--- src/fis_pkg.sv ---
// Shared constants and types for the FIFO level flag interrupt status block.
// Assumes a 32-bit APB register bus with byte addresses and one clock domain.
package fis_pkg;

  // Byte offsets of the registers on the bus.
  localparam logic [7:0] OFS_ENABLE = 8'h30;
  localparam logic [7:0] OFS_STATUS = 8'h34;

  // Number of flags kept here and the register bit of the first one.
  localparam int FLAG_COUNT = 6;
  localparam int FLAG_LSB   = 8;

  // Index of each flag inside the local vector; register bit is FLAG_LSB plus index.
  localparam int IDX_TX_EMPTY   = 0;
  localparam int IDX_TX_AEMPTY  = 1;
  localparam int IDX_TX_AFULL   = 2;
  localparam int IDX_TX_FULL    = 3;
  localparam int IDX_RX_EMPTY   = 4;
  localparam int IDX_RX_AEMPTY  = 5;

  // Values after reset.
  localparam logic [31:0] RST_WORD = 32'h0000_0000;
  localparam logic [5:0]  RST_FLAG = 6'h00;

  // Live FIFO level conditions, packed in the same order as the register bits.
  typedef struct packed {
    logic rx_aempty;
    logic rx_empty;
    logic tx_full;
    logic tx_afull;
    logic tx_aempty;
    logic tx_empty;
  } fis_flags_t;

endpackage

--- src/fis_flag_cell.sv ---
// One dual-purpose status bit: a sticky event latch or a live condition mirror.
// Assumes the condition comes from logic on the same clock and the clear is a one-cycle pulse.
`timescale 1ns/1ps
module fis_flag_cell
  import fis_pkg::*;
(
  input  wire logic clk_i,
  input  wire logic rst_n_i,
  input  wire logic ce_i,
  input  wire logic enable_i,
  input  wire logic cond_i,
  input  wire logic clear_i,
  output logic      latched_o,
  output logic      view_o
);

  // The latch only captures while enabled; a capture in the clear cycle wins so no event is lost.
  always_ff @(posedge clk_i or negedge rst_n_i) begin
    if (!rst_n_i) begin
      latched_o <= 1'b0;
    end else if (ce_i) begin
      if (enable_i && cond_i) begin
        latched_o <= 1'b1;
      end else if (clear_i) begin
        latched_o <= 1'b0;
      end
    end
  end

  // Enabled bits show the latch, disabled bits show the condition as it stands now.
  assign view_o = enable_i ? latched_o : cond_i;

endmodule

--- src/fis_irq_status.sv ---
// Interrupt enable and status registers for the transmit and receive FIFO level flags.
// Assumes an APB master on CLK_I and FIFO flags produced by logic on the same clock.
// Notes on behaviour
// - The transmit-empty bit latches its event while enabled and shows the live empty level while disabled.
// - Bit 9 reports transmit-almost-empty, latched while enabled and live while disabled.
// - Bit 10 reports transmit-almost-full, latched while enabled and live while disabled.
// - The transmit-full bit reads one once a full event was caught while enabled, and shows the live full level while disabled.
// - Bit 12 reports receive-empty, latched while enabled and live while disabled.
// - The receive-almost-empty bit latches while enabled and otherwise shows the live almost-empty level.
// - A latched bit stays set until software clears that one bit, and every bit works on its own.
// - Each bit's latched or live behaviour is chosen by the matching bit of the enable register.
//
// Local design decisions: the register offsets and the APB register port.
`timescale 1ns/1ps
module fis_irq_status
  import fis_pkg::*;
(
  input  wire logic        CLK_I,
  input  wire logic        RST_N_I,
  input  wire logic        CE_I,
  input  wire logic        PSEL_I,
  input  wire logic        PENABLE_I,
  input  wire logic        PWRITE_I,
  input  wire logic [7:0]  PADDR_I,
  input  wire logic [31:0] PWDATA_I,
  input  wire fis_flags_t  FIFO_FLAGS_I,
  output logic [31:0]      PRDATA_O,
  output logic             PREADY_O,
  output logic             PSLVERR_O,
  output logic             IRQ_O
);

  logic [FLAG_COUNT-1:0] enable;
  logic [FLAG_COUNT-1:0] latched;
  logic [FLAG_COUNT-1:0] view;
  logic [FLAG_COUNT-1:0] cond;
  logic [FLAG_COUNT-1:0] clear;
  logic                  setup;
  logic                  done;
  logic                  hit_enable;
  logic                  hit_status;
  logic                  answer;
  logic [31:0]           next_rdata;

  // Bus phase decode; a request completes on the edge where the registered ready is seen high.
  assign setup      = PSEL_I && !PENABLE_I;
  assign done       = PSEL_I && PENABLE_I && PREADY_O;
  assign hit_enable = (PADDR_I == OFS_ENABLE);
  assign hit_status = (PADDR_I == OFS_STATUS);
  assign answer     = PSEL_I && !PREADY_O;
  assign cond       = FIFO_FLAGS_I;

  // Write-one-to-clear pulses for the status bits, only at the completing edge.
  assign clear = (done && PWRITE_I && hit_status) ? PWDATA_I[FLAG_LSB +: FLAG_COUNT] : RST_FLAG;

  // The enable register picks latched or live behaviour per bit and doubles as the interrupt mask.
  always_ff @(posedge CLK_I or negedge RST_N_I) begin
    if (!RST_N_I) begin
      enable <= RST_FLAG;
    end else if (CE_I && done && PWRITE_I && hit_enable) begin
      enable <= PWDATA_I[FLAG_LSB +: FLAG_COUNT];
    end
  end

  // One status cell per flag; each keeps its own latch so bits never disturb each other.
  for (genvar g = 0; g < FLAG_COUNT; g++) begin : g_cell
    fis_flag_cell u_cell (
      .clk_i     (CLK_I),
      .rst_n_i   (RST_N_I),
      .ce_i      (CE_I),
      .enable_i  (enable[g]),
      .cond_i    (cond[g]),
      .clear_i   (clear[g]),
      .latched_o (latched[g]),
      .view_o    (view[g])
    );
  end

  // Read data is chosen in the setup cycle so that the data output can come straight from a flop.
  always_comb begin
    next_rdata = RST_WORD;
    if (hit_enable) begin
      next_rdata[FLAG_LSB +: FLAG_COUNT] = enable;
    end else if (hit_status) begin
      next_rdata[FLAG_LSB +: FLAG_COUNT] = view;
    end
  end

  // Ready rises one edge after the select is seen, so an access has no wait state while CE_I stays high.
  // Keying on the select rather than on the setup cycle alone keeps a request alive through a frozen setup edge.
  always_ff @(posedge CLK_I or negedge RST_N_I) begin
    if (!RST_N_I) begin
      PREADY_O  <= 1'b0;
      PSLVERR_O <= 1'b0;
      PRDATA_O  <= RST_WORD;
    end else if (CE_I) begin
      PREADY_O  <= answer;
      PSLVERR_O <= answer && !hit_enable && !hit_status;
      if (answer && !PWRITE_I) begin
        PRDATA_O <= next_rdata;
      end
    end
  end

  // Level interrupt; latches of disabled bits are held back even if they were caught earlier.
  always_ff @(posedge CLK_I or negedge RST_N_I) begin
    if (!RST_N_I) begin
      IRQ_O <= 1'b0;
    end else if (CE_I) begin
      IRQ_O <= |(latched & enable);
    end
  end
endmodule

--- config.mk ---
export PLATFORM = sky130hd
export DESIGN_NAME = fis_irq_status
export DESIGN_NICKNAME = d
export VERILOG_FILES = /design/src/fis_pkg.sv /design/src/fis_flag_cell.sv /design/src/fis_irq_status.sv
export SDC_FILE = /design/constraint.sdc
export NUM_CORES = 1
export LEC_CHECK = 0
export BUFFER_PORTS_ARGS = -buffer_cell sky130_fd_sc_hd__buf_2
export CORE_UTILIZATION = 43
export CTS_BUF_LIST = sky130_fd_sc_hd__clkbuf_4
export DETAILED_ROUTE_END_ITERATION = 16
export GPL_TIMING_DRIVEN = 0
export PLACE_DENSITY_LB_ADDON = 0.2
export RECOVER_POWER = 100
export SLEW_MARGIN = 20
export SYNTH_ARGS = -nofsm -noshare
export SYNTH_HDL_FRONTEND = slang
export SYNTH_SLANG_ARGS = --single-unit
export TNS_END_PERCENT = 50
--- constraint.sdc ---
create_clock -name CLK_I -period 1.8 [get_ports CLK_I]
set_input_delay 0.09 -clock CLK_I [delete_from_list [all_inputs] [get_ports CLK_I]]
set_output_delay 0.09 -clock CLK_I [all_outputs]
set_load 0.02 [all_outputs]
[Word level (Yosys, flattened, before mapping)]
Index checks and enable logic that the tools add are counted.
Word-level totals
  bits in registers: 21
  bits of input ports: 52
  output and inout port bits: 35
  word-level logic and storage cells: 70
Cells by class
  reduce and logical (&&, ||, !) cells: 35
  bitwise operators: 1
  multiplexer cells: 21
  equality and inequality tests: 2
Operator list (number)
  two-way mux 1 bit: 18
  two-way mux 6 bit: 3
  logical AND 1 bit: 17
  == test 8 x 6 -> 1 bit, second input constant: 2
  AND reduction 2 bit: 7
  nonzero test 2 bit: 6
  AND 6 bit: 1
  OR reduction 6 bit: 1
  logical NOT 1 bit: 4

[Logic depth before layout (Yosys ltp)]
  depth in word-level cells: 7
  gate-level depth with buffers: 4

[Cells and area by module]
Synthesis repeated with hierarchy kept, for this count alone.
Second synthesis, totals
  cells, all modules: 119
  area, all modules: 1305.0 um2
By module, submodules not included
  fis_irq_status: area an instance 982.2 um2, cells each 95, times used 1
  fis_flag_cell: area an instance 53.8 um2, cells each 4, times used 6

[Worst setup path after synthesis]
OpenSTA, ideal clock, no wires.
  kind: register to register
  start point: register PREADY_O
  end point: register PRDATA_O[12]
  stages on the path, launching flop included: 4
  slack: 0.196 ns
  arrival time: 1.501 ns
  path through: dfrtp_1 > or4bb_1 > buf_2 > o41ai_2
On the way
  longest elaborated chain between the ends: 4
RTL lines
  from (decl): line fis_irq_status.sv:28  | output logic PREADY_O,
  from (signal assigned): line fis_irq_status.sv:97  | PREADY_O <= answer;
  logical NOT 1 bit: line fis_irq_status.sv:50  | assign answer = PSEL_I && !PREADY_O;
  logical AND 1 bit: line fis_irq_status.sv:50
  logical AND 1 bit: line fis_irq_status.sv:99  | if (answer && !PWRITE_I) begin
  AND reduction 2 bit (no source line)
  to (signal assigned): line fis_irq_status.sv:100  | PRDATA_O <= next_rdata;
  to (decl): line fis_irq_status.sv:27  | output logic [31:0] PRDATA_O,
Every way passes these cells.
A chain may end at the register's enable or synchronous reset.

[Worst setup path after layout]
  start point: register PREADY_O
  end point: register PRDATA_O[8]
Same word-level chain as after synthesis.

==> results.toml <==
[status]
status = "finished clean"

[clock_network]
clock-sinks = 21
cts_tree = "built"
path_clk_slew_ns = 0.11
numCtsBuffers = 3
cts_setup_buffers = 0
clockRootBuffer = "clkbuf_4"
clock_latency_ns = 0.29
clk_path_buf_depth = 2
htree_levels = 1

[sta]
slew_violations = 0
fin_crit_sh = 0.947
setup_ws_ns = 0.0946
slew_headroom = 0.254
fmax_ghz = 0.586
fin_crit_ns = 1.71
setup_viol = 0
worst-slew-pin-transition_ns = 1.12
skew_ns = 0.00103
finalHoldViolCount = 0
rsz0062_at_grt = "no"

[finish]
antenna_cells = 0
fill_cells = 259
drive_gt1_frac = 0.365
multiInputGateArea_um2 = 597
regArea_um2 = 526
syn2layout_area_growth_pct = 26.1
fin_util = 0.577
final_area_um2 = 1600
nNetsFinal = 242

[placed_design]
gp_congestion = 0.758
placed_cell_area_um2 = 1580
place_ws_ns = -0.0929
hpwl_um = 1990
numPortBuffers = 34

[critical_path]
critPathBufInv = 1
r2r_cells = 3
cp-end-kind = "flip-flop"
critPathArrivalTime_ns = 1.91
regToRegStartpoint = "PREADY_O$_DFFE_PN0P_"
worst_path_max_delay_cell = "or4bb_1"
cp.required_ns = 2.00
worstReg2RegEnd = "PRDATA_O[8]$_DFFE_PN0P_"
max_stage_delay_ns = 0.62
cp_cell_sequence = "or4bb_1 -> buf_2 -> o41ai_2"
reg2reg_slack_ns = 0.09
crit_family = "simple AND/OR/NAND/NOR gates"
start_kind = "flip-flop"
critPathKind = "flip-flop to flip-flop"
worstPathMaxFanout = 10

[synth]
synthCells = 125
synth-seq-area-share = 0.413
synth-edff-count = 0
netlist_area_um2 = 1270
ys_types = 29
yosys_warnings = 0
avgSynthCellArea_um2 = 10.2
ys_seq_elements = 21
ys.flop_type = "dfrtp_1"
synthArstFlopShare = 1.00

[global_routing]
grt_max_degree = 22
grt_overflow = 0
grt_pass1_vias = 985
grt_usage = 0.170
antenna_found_initial = 0
grt_pass1_wl_um = 4230

[min_path]
whs_path_depth = 2
hp-start = "PWDATA_I[12]"
min_to = "enable[4]$_DFFE_PN0P_"
hold_path.class = "input port to flip-flop"

[die]
die_w_um = 56.4
coreArea_um2 = 2780
fp-row-count = 19
die_height_um = 56.4
initial_core_util = 0.457
io_pins = 87
dieArea_um2 = 3180

[routing]
avgViaCountPerCell = 4.78
ant_nets = 0
drtIter0Drc = 13
wire_per_inst_um = 11.7
wl_um = 2580
drc = 0
vias = 1052
drt_pre_antenna_iters = 4

[job]
drv_cap = 0

[pwr]
pwr_density_cell_nw_per_um2 = 573
peakVddDrop_mv = 0.472
p_leak_nw = 0.865
## flip-flops by register name, summed over array words and instances (netlist names)
signal                   count
PREADY_O                     1
g_cell.u_cell.latched_o      6
PSLVERR_O                    1
enable                       6
IRQ_O                        1
PRDATA_O                     6
## where the power goes
group	switching (mW)	internal [mW]
logic	0.114	0.0816
clock network	0.136	0.101
registers	0.00649	0.479
total	0.257	0.662
## through the flow
stage | TNS (ns) | cells | power, mW | hold slack, ns
finish | 0 | 220 | 0.919 | 0.0316
global route | 0 | 220 | 0.959 | 0.0283
CTS | 0 | 220 | 0.932 | 0.0212
detailed placement | -0.371 | 215 | 0.690 | 0.0689
global placement | -0.0324 | 215 | 0.686 | 0.0680
floorplan | 0 | 150 | 0.631 | -0.206
## worst max path at each step
stage	from	to	slack, ns	depth (start not counted)
final	PREADY_O$_DFFE_PN0P_	PRDATA_O[8]$_DFFE_PN0P_	0.09	3
after global routing	PREADY_O$_DFFE_PN0P_	PRDATA_O[12]$_DFFE_PN0P_	0.03	3
after CTS	PREADY_O$_DFFE_PN0P_	g_cell[0].u_cell.latched_o$_DFFE_PN0P_	0.05	3
after detailed placement	PADDR_I[3]	g_cell[0].u_cell.latched_o$_DFFE_PN0P_	-0.09	4
after global placement	PADDR_I[3]	g_cell[3].u_cell.latched_o$_DFFE_PN0P_	-0.02	4
after floorplan	PREADY_O$_DFFE_PN0P_	PRDATA_O[12]$_DFFE_PN0P_	0.20	3
## layout by cell type, fill, tap and decap left out
| master | count |
|---|---|
| buf_4 | 26 |
| conb_1 | 26 |
| buf_2 | 25 |
| dfrtp_1 | 21 |
| clkbuf_1 | 12 |
| nand2_1 | 8 |
| inv_1 | 7 |
| nand3_1 | 6 |
| o21a_1 | 6 |
| o21ai_0 | 6 |
| a21oi_1 | 6 |
| and3_1 | 6 |
| mux2_2 | 6 |
| clkbuf_4 | 4 |
| o41ai_1 | 3 |
| o41ai_2 | 3 |
| a22oi_1 | 3 |
| nor2_1 | 2 |
| nand4bb_4 | 1 |
| or3_1 | 1 |
| nand4_1 | 1 |
| nor4_2 | 1 |
| or2_0 | 1 |
| buf_6 | 1 |
| or4bb_1 | 1 |
| nand2b_1 | 1 |
| nor4_4 | 1 |
| a21o_1 | 1 |
| a22o_2 | 1 |
| a41oi_1 | 1 |
| dlygate4sd3_1 | 1 |
## cell usage after synthesis, drive strengths merged, types with 2 or more instances
cell type | number | area [µm²]
a22oi | 3 | 22.5
nand2 | 8 | 30.0
and3 | 6 | 37.5
mux2 | 6 | 67.6
a21oi | 6 | 30.0
o21ai | 6 | 30.0
buf | 28 | 211
nor4 | 2 | 27.5
inv | 7 | 26.3
o21a | 6 | 45.0
nand3 | 6 | 30.0
clkbuf | 2 | 7.51
nor2 | 2 | 7.51
o41ai | 6 | 75.1
dfrtp | 21 | 526
## cell type report
type,count,area share
inverter,7,0.0164
tap,31,0.0242
timing repair buffer,35,0.105
sequential,21,0.328
buffer,30,0.137
multi-input combinational,92,0.372
clock buffer,4,0.0187
## cells by family after synthesis
group                  count (synthesis)  share of synthesized area
AND/OR/NAND/NOR                       30                      0.158
flip-flops                            21                      0.413
AO/OA/AOI/OAI                         30                      0.180
other                                  1                    0.00295
multiplexers                           6                     0.0531
buffers and inverters                 37                      0.193
## layer usage
| metal | track usage | share of wire |
|---|---|---|
| met1 | 0.193 | 0.41 |
| met5 | 0 | 0 |
| met3 | 0.0207 | 0.043 |
| met4 | 0.0767 | 0.017 |
| met2 | 0.316 | 0.53 |
## timing repair
item / CTS / global route
gates resized for setup: 0 / 1
endpoints found under the setup margin: 0 / 6
hold buffers: 1 / 0
hold endpoints to repair: 21 / 0
Power figures use the tool's default switching activity.
